===== config.mk =====
export PLATFORM = sky130hd
export DESIGN_NAME = spsm_port
export DESIGN_NICKNAME = d
export VERILOG_FILES = /design/src/spsm_pkg.sv /design/src/spsm_port.sv
export VERILOG_INCLUDE_DIRS = /design/src
export SDC_FILE = /design/constraint.sdc
export NUM_CORES = 1
export LEC_CHECK = 0
export BUFFER_PORTS_ARGS = -buffer_cell sky130_fd_sc_hd__buf_2
export CAP_MARGIN = 15
export CORE_ASPECT_RATIO = 1.5
export CORE_MARGIN = 2
export CORE_UTILIZATION = 54
export CTS_BUF_LIST = sky130_fd_sc_hd__clkbuf_4 sky130_fd_sc_hd__clkbuf_8 sky130_fd_sc_hd__clkbuf_16
export DETAILED_ROUTE_END_ITERATION = 16
export PLACE_DENSITY = 0.79
export SYNTH_ARGS = -nofsm -noshare
export SYNTH_HDL_FRONTEND = slang
export SYNTH_SLANG_ARGS = --single-unit

===== constraint.sdc =====
create_clock -name mclk -period 2.65 [get_ports mclk]
set_input_delay 0.1325 -clock mclk [delete_from_list [all_inputs] [get_ports mclk]]
set_output_delay 0.1325 -clock mclk [all_outputs]
set_load 0.03 [all_outputs]

===== src/spsm_regs.svh =====
// Purpose: Constants of the serial port signal-mode block.
// Assumes: Included by the package and the port module.
// Notes: Definitions only.
`ifndef SPSM_REGS_SVH
`define SPSM_REGS_SVH

`define SPSM_MODE_3WIRE 2'h0
`define SPSM_MODE_4W_IN 2'h1
`define SPSM_BIT_LAST 3'h7
`define SPSM_CTL_RST 12'h004
`define SPSM_DIV_RST 8'h03

`endif


===== src/spsm_pkg.sv =====
// Purpose: Types of the serial port signal-mode block.
// Assumes: spsm_regs.svh holds the numbers.
// Notes: Software-facing groups travel as packed structs.
`default_nettype none
package spsm_pkg;
	`include "spsm_regs.svh"

	typedef struct packed {
		logic [7:0] clk_div;
		logic [1:0] select_mode_field;
		logic master_role_enable;
		logic port_enable_bit;
	} spsm_ctl_t;

	typedef struct packed {
		logic transfer_done_flag;
		logic write_collision;
		logic mode_fault_flag;
		logic rx_overrun;
	} spsm_flags_t;

	typedef enum logic [1:0] {
		SPSM_IDLE = 2'h0,
		SPSM_RUN = 2'h1,
		SPSM_TAIL = 2'h3
	} spsm_fsm_t;

	typedef struct packed {
		spsm_ctl_t ctl;
		spsm_flags_t flags;
		logic sck_s1, sck_s2, sck_s3;
		logic mosi_s1, mosi_s2;
		logic miso_s1, miso_s2;
		logic sel_s1, sel_s2, sel_s3;
		logic [7:0] sr;
		logic sr_full;
		logic [7:0] txbuf;
		logic tx_full;
		logic [7:0] rxbuf;
		logic rx_full;
		logic samp;
		logic [2:0] bit_cnt;
		spsm_fsm_t fsm;
		logic [7:0] div_cnt;
		logic sck_o;
	} spsm_state_t;
endpackage
`default_nettype wire


===== src/spsm_port.sv =====
// Purpose: Full-duplex serial port, master or slave, with three select wiring modes.
// Assumes: Clock polarity low, data sampled on the rising SCK edge.
// Notes: Pins arrive asynchronous and pass two flops before use.
//
// What this block does
// - Drive MOSI as master, take it as input as slave.
// - Shift both data lines most significant bit first.
// - As master, MOSI shows the shift register MSB in both wirings.
// - Sample MISO as master, drive MISO as slave.
// - Release MISO when disabled or an unselected 4-wire slave.
// - As 3-wire slave, drive MISO continuously from shift register MSB.
// - Generate SCK only as master; as slave SCK is an input.
// - In 4-wire slave mode ignore SCK edges while select is high.
// - Mode 00 is 3-wire; a slave then always counts as selected.
// - Mode 01 is 4-wire with the select pin as input.
// - In 4-wire slave mode respond only while the master selects us.
// - Mode 01 master: select going low disables the master function.
// - Mode 1x drives the select pin at the lower mode bit level.
// - Select pin unrouted in mode 00 (3-wire), routed in all others.
// - Multi-master select low clears master and port enables, sets fault flag.
// - After eight bits set done flag and copy the byte to receive buffer; a slave with an unread full buffer sets overrun instead.
// - 4-wire slave: select falling resets bit counter; master select is a static level from the mode bits, not timed to SCK.
// - Master: data write moves to empty shift register and starts transfer.
`default_nettype none
`include "spsm_regs.svh"
module spsm_port (
	input wire logic mclk,
	input wire logic rst_n,
	input wire logic ctl_wr,
	input wire spsm_pkg::spsm_ctl_t ctl_wdata,
	output spsm_pkg::spsm_ctl_t ctl_rdata,
	input wire logic dat_wr,
	input wire logic [7:0] dat_wdata,
	input wire logic rx_rd,
	output logic [7:0] rx_data,
	output logic rx_valid,
	input wire spsm_pkg::spsm_flags_t flag_clr,
	output spsm_pkg::spsm_flags_t flags,
	output logic busy,
	input wire logic sck_in,
	output logic sck_out,
	output logic sck_oe,
	input wire logic mosi_in,
	output logic mosi_out,
	output logic mosi_oe,
	input wire logic miso_in,
	output logic miso_out,
	output logic miso_oe,
	input wire logic sel_n_in,
	output logic sel_n_out,
	output logic sel_n_oe,
	output logic sel_routed
);
	import spsm_pkg::*;

	spsm_state_t st_ff;
	spsm_state_t nxt_st;
	logic en, mst, four_in, slv_sel, sel_fall;
	logic s_rise, s_fall, tick, m_rise, m_fall, rise, fall, din, last;

	////////////////////////////////////////////////////////////////////////
	// Decode of role, mode and edges
	always_comb begin
		en = st_ff.ctl.port_enable_bit;
		mst = st_ff.ctl.master_role_enable;
		four_in = (st_ff.ctl.select_mode_field == `SPSM_MODE_4W_IN);
		// Only mode 01 has a select input; other modes stay selected
		slv_sel = four_in ? ~st_ff.sel_s2 : 1'b1;
		sel_fall = st_ff.sel_s3 & ~st_ff.sel_s2;
		s_rise = st_ff.sck_s2 & ~st_ff.sck_s3;
		s_fall = ~st_ff.sck_s2 & st_ff.sck_s3;
		tick = (st_ff.fsm != SPSM_IDLE) && (st_ff.div_cnt == 8'h00);
		m_rise = tick && (st_ff.fsm == SPSM_RUN) && !st_ff.sck_o;
		m_fall = tick && (st_ff.fsm == SPSM_RUN) && st_ff.sck_o;
		// Slave ignores SCK while deselected; master uses its own edges
		rise = en && (mst ? m_rise : (s_rise && slv_sel));
		fall = en && (mst ? m_fall : (s_fall && slv_sel));
		din = mst ? st_ff.miso_s2 : st_ff.mosi_s2;
		last = (st_ff.bit_cnt == `SPSM_BIT_LAST);
	end

	////////////////////////////////////////////////////////////////////////
	// Next state
	always_comb begin
		nxt_st = st_ff;
		nxt_st.sck_s1 = sck_in;
		nxt_st.sck_s2 = st_ff.sck_s1;
		nxt_st.sck_s3 = st_ff.sck_s2;
		nxt_st.mosi_s1 = mosi_in;
		nxt_st.mosi_s2 = st_ff.mosi_s1;
		nxt_st.miso_s1 = miso_in;
		nxt_st.miso_s2 = st_ff.miso_s1;
		nxt_st.sel_s1 = sel_n_in;
		nxt_st.sel_s2 = st_ff.sel_s1;
		nxt_st.sel_s3 = st_ff.sel_s2;

		if (ctl_wr) begin
			nxt_st.ctl = ctl_wdata;
		end
		// Clears first, so a flag set in the same cycle survives
		nxt_st.flags = st_ff.flags & ~flag_clr;
		if (rx_rd) begin
			nxt_st.rx_full = 1'b0;
		end

		// Double buffer: a write while the buffer is full is dropped
		if (dat_wr) begin
			if (st_ff.tx_full) begin
				nxt_st.flags.write_collision = 1'b1;
			end else begin
				nxt_st.txbuf = dat_wdata;
				nxt_st.tx_full = 1'b1;
			end
		end
		if (st_ff.tx_full && !st_ff.sr_full) begin
			nxt_st.sr = st_ff.txbuf;
			nxt_st.sr_full = 1'b1;
			nxt_st.tx_full = 1'b0;
		end

		// Sample on rising, shift on falling, MSB leaves first
		if (rise) begin
			if (last) begin
				nxt_st.flags.transfer_done_flag = 1'b1;
				nxt_st.bit_cnt = 3'h0;
				nxt_st.sr_full = 1'b0;
				if (st_ff.rx_full && !rx_rd && !mst) begin
					nxt_st.flags.rx_overrun = 1'b1;
				end else begin
					nxt_st.rxbuf = {st_ff.sr[6:0], din};
					nxt_st.rx_full = 1'b1;
				end
			end else begin
				nxt_st.samp = din;
				nxt_st.bit_cnt = st_ff.bit_cnt + 3'h1;
			end
		end
		if (fall && st_ff.bit_cnt != 3'h0) begin
			nxt_st.sr = {st_ff.sr[6:0], st_ff.samp};
		end
		// A 3-wire slave realigns only by toggling the port enable
		if (!en || (!mst && four_in && sel_fall)) begin
			nxt_st.bit_cnt = 3'h0;
		end

		// Master clock generator
		if (tick) begin
			nxt_st.div_cnt = st_ff.ctl.clk_div;
		end else if (st_ff.fsm != SPSM_IDLE) begin
			nxt_st.div_cnt = st_ff.div_cnt - 8'h01;
		end
		case (st_ff.fsm)
			SPSM_IDLE: begin
				if (en && mst && st_ff.sr_full) begin
					nxt_st.fsm = SPSM_RUN;
					nxt_st.div_cnt = st_ff.ctl.clk_div;
				end
			end
			SPSM_RUN: begin
				if (tick) begin
					nxt_st.sck_o = ~st_ff.sck_o;
				end
				if (m_rise && last) begin
					nxt_st.fsm = SPSM_TAIL;
				end
			end
			SPSM_TAIL: begin
				if (tick) begin
					nxt_st.sck_o = 1'b0;
					nxt_st.fsm = SPSM_IDLE;
				end
			end
			default: begin
				nxt_st.fsm = SPSM_IDLE;
			end
		endcase
		if (!en || !mst) begin
			nxt_st.fsm = SPSM_IDLE;
			nxt_st.sck_o = 1'b0;
		end

		// Another master took the bus: fault beats any software write
		if (en && mst && four_in && !st_ff.sel_s2) begin
			nxt_st.ctl.master_role_enable = 1'b0;
			nxt_st.ctl.port_enable_bit = 1'b0;
			nxt_st.flags.mode_fault_flag = 1'b1;
		end
	end

	always_ff @(posedge mclk or negedge rst_n) begin
		if (!rst_n) begin
			st_ff <= '0;
			st_ff.ctl <= `SPSM_CTL_RST;
			st_ff.ctl.clk_div <= `SPSM_DIV_RST;
			st_ff.sck_s1 <= 1'b0;
			st_ff.sel_s1 <= 1'b1;
			st_ff.sel_s2 <= 1'b1;
			st_ff.sel_s3 <= 1'b1;
		end else begin
			st_ff <= nxt_st;
		end
	end

	////////////////////////////////////////////////////////////////////////
	// Pins and status
	always_comb begin
		ctl_rdata = st_ff.ctl;
		flags = st_ff.flags;
		rx_data = st_ff.rxbuf;
		rx_valid = st_ff.rx_full;
		busy = st_ff.sr_full;
		sck_out = st_ff.sck_o;
		sck_oe = en && mst;
		mosi_out = st_ff.sr[7];
		mosi_oe = en && mst;
		miso_out = st_ff.sr[7];
		miso_oe = en && !mst && slv_sel;
		sel_n_out = st_ff.ctl.select_mode_field[0];
		sel_n_oe = st_ff.ctl.select_mode_field[1];
		sel_routed = (st_ff.ctl.select_mode_field != `SPSM_MODE_3WIRE);
	end
endmodule
`default_nettype wire


==> flow_summary.ini, run 1 <==
[synthesis]
syn_area_sq_um = 3178
postSynthCellCount = 254
synth_fp_nets = 291
synth_area_per_cell_sq_um = 12.51
synthArstFlopShare = 1.000
yosysWarnings = 0
synth-edff-count = 0
ys_seq_area_frac = 0.5378
ys.flop_type = dfrtp_1
synth_cell_types = 48
ys_ff_latch = 68

[drt]
vias = 2037
routedWlPerCell_um = 14.12
ant_nets = 0
drc = 0
first_pass_iters = 4
drt-total-wl_um = 5507
first_iter_violations = 126
via_per_inst = 5.223

[worst_setup_path]
endpoint_kind = flop
required_ps = 2870
worstSetupStartpointType = flop
worst_ep_arrival_time_ps = 2400
worst-setup-path-type = flop to flop
crit_fanout = 6

[clock_tree]
ctsHoldBuffers = 9
cts_tree = done
ctsResizeCount = 0
cts_sinks = 68
postCtsSetupBuffers = 0
clk-insertion-delay-late_ps = 340
cts_max_level = 3
clkTransAtPathRegs_ps = 70
root_buffer = clkbuf_8
cts-buffers-inserted = 9
clock_path_buffers = 2

[floorplanning]
ios = 68
initial_core_util = 0.5534
die_w_um = 66.64
die_area_sq_um = 6527
rows = 34
core-area_sq_um = 5743
die_h_um = 97.96

[timing]
rsz0062_at_grt = false
period_minus_slack_ps = 2182
skew_ps = 11.04
fmax_ghz = 0.4582
relSlewSlack = 0.4273
worst_pin_slew_ps = 859.1
fin_crit_sh = 0.8236
finalSetupTns_ps = 0
final_max_slew_viol_count = 0
finalSetupViolations = 0
hold_viol_final = 0

[power]
p_leak_uw = 0.001804
p_per_area_nw_per_um2 = 776.6
irDropWorstVdd_uv = 548.5

[placed_design]
hpwl_um = 3988
port_buffers = 67
numPlacedInstances = 365
gp_congestion = 0.7828

[status]
outcome = completed

[layout]
final_cell_mix = buf_2, dfrtp_1, mux2_2
drive_gt1_frac = 0.4748
nNetsFinal = 350
layout_commonest_cell = buf_2
instances_no_fill = 390
area.growth.synth_to_final_pct = 17.40
fillerInstances = 471
diodes = 0

[grt]
grt_use_total = 0.1924
grt_pass1_wl_um = 9453
overflow = 0
antenna_found_initial = 0
grt_pass1_vias = 2172
grt_max_degree = 40

[job]
max_cap_violations = 0

[worst_hold_path]
hold_class = input port to flop
## registers in the layout (all words and copies together), names as in the netlist, 4 cells and up
| register | count |
|---|---|
| flags | 4 |
| st_ff | 34 |
| ctl_rdata | 10 |
| nxt_st | 6 |
| rx_data | 8 |
## cells by family (layout without fill, tap and decap cells)
| kind of cell | Yosys count | count (layout) | share of synthesized area |
|---|---|---|---|
| flip-flops | 68 | 68 | 0.5378 |
| AND/OR/NAND/NOR | 56 | 56 | 0.1091 |
| multiplexers | 53 | 53 | 0.1866 |
| buffers and inverters | 43 | 107 | 0.08150 |
| AO/OA/AOI/OAI | 24 | 24 | 0.05276 |
| XOR/XNOR | 6 | 6 | 0.01654 |
| adder cells (fa/ha/maj) | 4 | 4 | 0.01575 |
## through the flow
| step | hold WS (ps) | worst slack (ps) | util | power (uW) | instance area (sq um) |
|---|---|---|---|---|---|
| floorplan | -163.1 | 537.1 | - | 1854 | 3178 |
| global placement | 237.6 | 509.1 | 0.5956 | 1966 | 3421 |
| detailed placement | 239.2 | 462.0 | 0.5956 | 1994 | 3421 |
| CTS | 0.5773 | 461.0 | 0.6497 | 2939 | 3731 |
| global route | 1.635 | 358.8 | 0.6497 | 3073 | 3731 |
| finish | 20.83 | 467.6 | 0.6497 | 2898 | 3731 |
## power breakdown
| group | total, uW | internal, uW | switching, uW |
|---|---|---|---|
| clock | 920 | 540 | 380 |
| combinational | 579 | 301 | 278 |
| sequential | 1400 | 1240 | 163 |
## worst max-delay path, cell delays in order (launching register included)
cell,delay [ps]
dfrtp_1,430
or4_4,590
or4_4,570
a21oi_4,160
mux2_1,330
## per-layer routing
metal | global-route usage | vias to the layer above | part of all wire
met2 | 0.3323 | 60 | 0.55
met1 | 0.2069 | 981 | 0.37
met5 | 0 | - | 0
li1 | - | 982 | -
met4 | 0.08320 | 0 | 0.026
met3 | 0.06797 | 14 | 0.049
## area by class of cell
| class | instances | area [sq um] | share of cell area |
|---|---|---|---|
| clock buffers | 10 | 131.4 | 0.03521 |
| clock inverters | 6 | 88.84 | 0.02381 |
| inverters | 13 | 48.80 | 0.01308 |
| multi-input cells | 143 | 1210 | 0.3243 |
| repair buffers | 78 | 452.9 | 0.1214 |
| flip-flops and latches | 68 | 1709 | 0.4581 |
| well taps | 72 | 90.09 | 0.02414 |
## path summary, 6_finish.rpt
path,start,endpoint,slack (ps),depth (start not counted)
min in group asynchronous,rst_n,mst,450,2
worst max register to register,st_ff[3],st_ff[14],470,4
worst min register to register,nxt_st[50],nxt_st[49],340,0
worst max-delay path,st_ff[3],st_ff[14],470,4
worst min-delay path,ctl_wdata[3],ctl_rdata[3],20,2
max in group asynchronous,rst_n,st_ff[31],1550,3
## Yosys cell counts, types with 2 or more instances
master,n,area share
mux2_2,49,0.17
buf_4,26,0.061
nand3_1,2,0.0031
or4b_2,2,0.0063
nor2b_1,2,0.0039
nand3b_1,2,0.0047
clkbuf_1,2,0.0024
a21oi_1,4,0.0063
or4_4,2,0.0071
o21ai_0,7,0.011
nor4_1,4,0.0079
a21o_1,2,0.0047
a31oi_1,2,0.0039
ha_1,4,0.016
xnor2_1,3,0.0083
dfrtp_1,62,0.49
mux2i_1,3,0.0094
xor2_1,3,0.0083
nand4_1,3,0.0059
dfstp_2,6,0.050
buf_1,2,0.0024
nor4b_1,2,0.0055
inv_1,13,0.015
nand2_1,9,0.011
nor2_1,15,0.018
(Power assumes the default switching activity.)
==> inputs of run 2 (changes only) <==
- ABC_AREA: default -> 1
- clock period: 2.65 -> 2.2 ns (I/O delays scaled with it)
==> flow_summary.ini, run 2 <==
[clock_tree]
cts_max_level = 3
clk-insertion-delay-late_ps = 340
cts-buffers-inserted = 9
root_buffer = clkbuf_8
postCtsSetupBuffers = 0
cts_sinks = 68
clock_path_buffers = 2
clkTransAtPathRegs_ps = 70
cts_tree = done

[synthesis]
yosys.area_share.simple = 0.2476
synth-edff-count = 0
netlist.area_leader.share = 0.4812
synth_top_cell_by_area = dfrtp_1
synthArstFlopShare = 1.000
synth_fp_nets = 414
synthTopCellsByArea = dfrtp_1, nand2_1, buf_4
synth_mux_area_frac = 0
synth_top_family_by_area = simple AND/OR/NAND/NOR gates
yosysWarnings = 0
synth_area_per_cell_sq_um = 8.553
synth_compound_area_frac = 0.06830
postSynthCellCount = 377
ys_seq_area_frac = 0.5301
syn_area_sq_um = 3224
synth_cell_types = 32
synthTopCellsByCount = nand2_1, dfrtp_1, inv_1
synth_xor_area_frac = 0.005433
ys_ff_latch = 68
ys.flop_type = dfrtp_1
synth_most_common_cell = nand2_1
synth_adder_area_share = 0.01552

[worst_setup_path]
endpoint_kind = flop
worstSetupStartpointType = flop
worst-setup-path-type = flop to flop
ff2ff_setup_slack_ps = 220
crit_fanout = 17
worst_ep_arrival_time_ps = 2210
required_ps = 2430

[grt]
grt_max_degree = 69
overflow = 0
grt_use_total = 0.2161
grt_pass1_wl_um = 10870
grt_pass1_vias = 2490
antenna_found_initial = 0

[floorplanning]
initial_core_util = 0.5573
die_h_um = 98.64
die_w_um = 67.09
core-area_sq_um = 5786
rows = 34
ios = 68
die_area_sq_um = 6618

[layout]
nNetsFinal = 477
fillerInstances = 515
layout_commonest_cell = nand2_1
diodes = 0
drive_gt1_frac = 0.2337
final_cell_mix = nand2_1, buf_2, dfrtp_1
regMostFlops = st_ff
area.growth.synth_to_final_pct = 18.32
largest_reg_flops = 34

[placed_design]
gp_congestion = 0.8804
port_buffers = 67
hpwl_um = 4384

[timing]
skew_ps = 8.366
hold_viol_final = 0
fin_crit_sh = 0.8998
worst_pin_slew_ps = 839.4
rsz0062_at_grt = false
finalSetupViolations = 0
period_minus_slack_ps = 1980
final_max_slew_viol_count = 0
finalSetupTns_ps = 0
relSlewSlack = 0.4383
fmax_ghz = 0.5051

[power]
comb_power_share = 0.170
irDropWorstVdd_uv = 450.7
internal_power_uw = 2179
p_leak_uw = 0.002046
switchingPower_uw = 866.7
sequentialPowerShare = 0.489
swShare = 0.2846
p_per_area_nw_per_um2 = 798.3
p_clk_frac = 0.341
design_power_total_uw = 3045

[drt]
vias = 2585
first_pass_iters = 4
drt-total-wl_um = 6328
first_iter_violations = 152
ant_nets = 0
drc = 0
routedWlPerCell_um = 12.24
via_per_inst = 5.000

[worst_hold_path]
hold_class = input port to flop

[job]
max_cap_violations = 0

[status]
outcome = completed
run 2: changes by cell type after synthesis, moves of 8 or more:
cell     previous run  this run
mux2_2             49         0
a21oi_1             4        14
inv_1              13        47
o21ai_0             7        15
nand3_1             2        35
nor2_1             15        32
nand2_1             9        86
run 2: layer usage:
layer | part of all wire | track usage
met1 | 0.39 | 0.2542
met2 | 0.55 | 0.3694
met3 | 0.031 | 0.03196
met4 | 0.024 | 0.1162
met5 | 0 | 0
run 2: kinds of logic (layout without fill, tap and decap cells):
| logic type | count (synthesis) | count (layout) |
|---|---|---|
| buffers and inverters | 84 | 152 |
| AND/OR/NAND/NOR | 177 | 177 |
| adder cells (fa/ha/maj) | 4 | 4 |
| AO/OA/AOI/OAI | 42 | 42 |
| flip-flops | 68 | 68 |
| XOR/XNOR | 2 | 2 |
run 2: final timing paths:
| check | from | endpoint | depth (start not counted) |
|---|---|---|---|
| worst max-delay path | st_ff[1] | rx_data[0] | 11 |
| worst min-delay path | dat_wdata[4] | st_ff[29] | 3 |
| worst max register to register | st_ff[1] | rx_data[0] | 11 |
| worst min register to register | nxt_st[50] | nxt_st[49] | 0 |
| max in group asynchronous | rst_n | st_ff[42] | 3 |
| min in group asynchronous | rst_n | flags[1] | 3 |
run 2: critical path, stage by stage, from the launching register on:
cell and delay (ps):
dfrtp_1 380, inv_1 90, ha_1 170, nand2_1 60, nor2_1 150, nand2_2 110, nor2_4 170, nand4_2 120
nand2_2 260, nand3_2 210, nand2_1 110, nand2_1 50
run 2: power by group through the flow:
stage / Clock, uW / Combinational (uW) / Sequential, uW
2_1_floorplan: 0 / 372 / 1500
5_1_grt: 1120 / 588 / 1510
4_1_cts: 1060 / 522 / 1490
3_5_place_dp: 0 / 494 / 1510
6_report: 1040 / 519 / 1490
3_3_place_gp: 0 / 478 / 1510
run 2: layout make-up:
type / count / area (sq um) / area share
Multi-Input combinational cell: 225 / 1086 / 0.2847
Clock inverter: 4 / 47.55 / 0.01246
Clock buffer: 12 / 158.9 / 0.04165
Sequential cell: 68 / 1709 / 0.4480
Inverter: 50 / 187.7 / 0.04920
Timing Repair Buffer: 86 / 535.5 / 0.1404
Tap cell: 72 / 90.09 / 0.02361
run 2: timing repair:
item	in CTS	in global routing
gates resized for setup	0	0
hold buffers	18	0
hold endpoints to repair	79	0
run 2: metrics by stage:
step / util / setup slack [ps] / cells / area, sq um / hold WS [ps]
after floorplan: - / 437.2 / 377 / 3224 / -185.6
final: 0.6594 / 220.4 / 517 / 3815 / 11.27
after global routing: 0.6594 / 27.34 / 517 / 3815 / 20.31
after CTS: 0.6594 / 217.6 / 517 / 3815 / 1.580
after global placement: 0.5926 / 326.0 / 483 / 3428 / 150.4
after detailed placement: 0.5926 / 234.7 / 483 / 3428 / 157.1
==> inputs of run 3 (changes only) <==
- RECOVER_POWER: default -> 25
==> flow_summary.ini, run 3 (same netlist as run 2, synthesis figures left out) <==
[power]
p_leak_uw = 0.002040
p_per_area_nw_per_um2 = 800.5
irDropWorstVdd_uv = 450.9
design_power_total_uw = 3042

[grt]
grt_use_total = 0.2161
overflow = 0
grt_pass1_wl_um = 10870
grt_max_degree = 69
antenna_found_initial = 0
grt_pass1_vias = 2490

[layout]
drive_gt1_frac = 0.2315
multi_input_area_sq_um = 1086
instances_no_fill = 517
layout_commonest_cell = nand2_1
nNetsFinal = 477
fillerInstances = 517
post-route-util = 0.6568
final_cell_mix = nand2_1, buf_2, dfrtp_1
regMostFlops = st_ff
area.growth.synth_to_final_pct = 17.85
diodes = 0
largest_reg_flops = 34
seq_area_sq_um = 1709

[timing]
finalSetupViolations = 0
worst_pin_slew_ps = 1613
period_minus_slack_ps = 1979
fin_crit_sh = 0.8994
rsz0062_at_grt = false
skew_ps = 8.326
relSlewSlack = -0.07511
fmax_ghz = 0.5054
finalSetupTns_ps = 0
hold_viol_final = 0
final_max_slew_viol_count = 69
fin_hold_ws_ps = 9.617

[drt]
routedWlPerCell_um = 12.17
drc = 0
vias = 2590
drt-total-wl_um = 6293
via_per_inst = 5.010
ant_nets = 0
first_pass_iters = 4
first_iter_violations = 172

[worst_setup_path]
required_ps = 2430
endpoint_kind = flop
crit_fanout = 17
worst-setup-path-type = flop to flop
worstSetupStartpointType = flop
worst_ep_arrival_time_ps = 2210

[placed_design]
gp_congestion = 0.8804
port_buffers = 67
hpwl_um = 4384
numPlacedInstances = 483

[floorplanning]
ios = 68
initial_core_util = 0.5573
die_h_um = 98.64
rows = 34
die_area_sq_um = 6618
core-area_sq_um = 5786
die_w_um = 67.09

[job]
max_cap_violations = 1

[worst_hold_path]
hold_class = input port to flop

[clock_tree]
clock_path_buffers = 2
cts_sinks = 68
clk-insertion-delay-late_ps = 340
cts-buffers-inserted = 9
clkTransAtPathRegs_ps = 70
postCtsSetupBuffers = 0
ctsHoldBuffers = 18
cts_tree = done
cts_max_level = 3
root_buffer = clkbuf_8
ctsResizeCount = 0

[status]
outcome = finished, violations left
failed_checks = capacitance limit, slew limit
==> run 3: changes by cell type in the layout (fill, tap and decap cells not counted) <==
cell and delta:
buf_12 -1, clkbuf_2 +1, dfstp_1 +1, dfstp_2 -1
==> run 3: final timing paths <==
check / from / endpoint / slack, ps / cells after the start
worst max-delay path: st_ff[1] / rx_data[0] / 220 / 11
worst min-delay path: dat_wdata[4] / st_ff[29] / 10 / 3
worst max register to register: st_ff[1] / rx_data[0] / 220 / 11
worst min register to register: nxt_st[50] / nxt_st[49] / 350 / 0
max in group asynchronous: rst_n / st_ff[36] / 440 / 3
min in group asynchronous: rst_n / mst / 810 / 3
==> run 3: final cells by class <==
cell class              count  area share
flip-flops and latches     68      0.4498
repair buffers             86      0.1370
clock buffers              12     0.04182
clock inverters             4     0.01251
inverters                  50     0.04939
well taps                  72     0.02371
multi-input cells         225      0.2858
==> run 3: report_power, final <==
| part | total (uW) | internal, uW | switching (uW) |
|---|---|---|---|
| combinational | 513 | 186 | 328 |
| sequential | 1490 | 1400 | 93.9 |
| clock | 1040 | 594 | 445 |
==> run 3: metrics by stage <==
step,area (sq um),setup slack [ps]
final,3800,221.2
after global routing,3800,27.34
after CTS,3815,217.6
after detailed placement,3428,234.7
after global placement,3428,326.0
after floorplan,3224,437.2
==> run 3: worst max-delay path: stages (launching register included) <==
cell and delay, ps:
dfrtp_1 380, inv_1 90, ha_1 170, nand2_1 60, nor2_1 150, nand2_2 110
nor2_4 160, nand4_2 120, nand2_2 260, nand3_2 210, nand2_1 110, nand2_1 50
==> run 3: metal layers <==
layer	track usage	wire, um	vias up
met2	0.3694	3450	56
li1	-	-	1298
met4	0.1162	180	0
met5	0	0	-
met1	0.2542	2444	1221
met3	0.03196	217	15
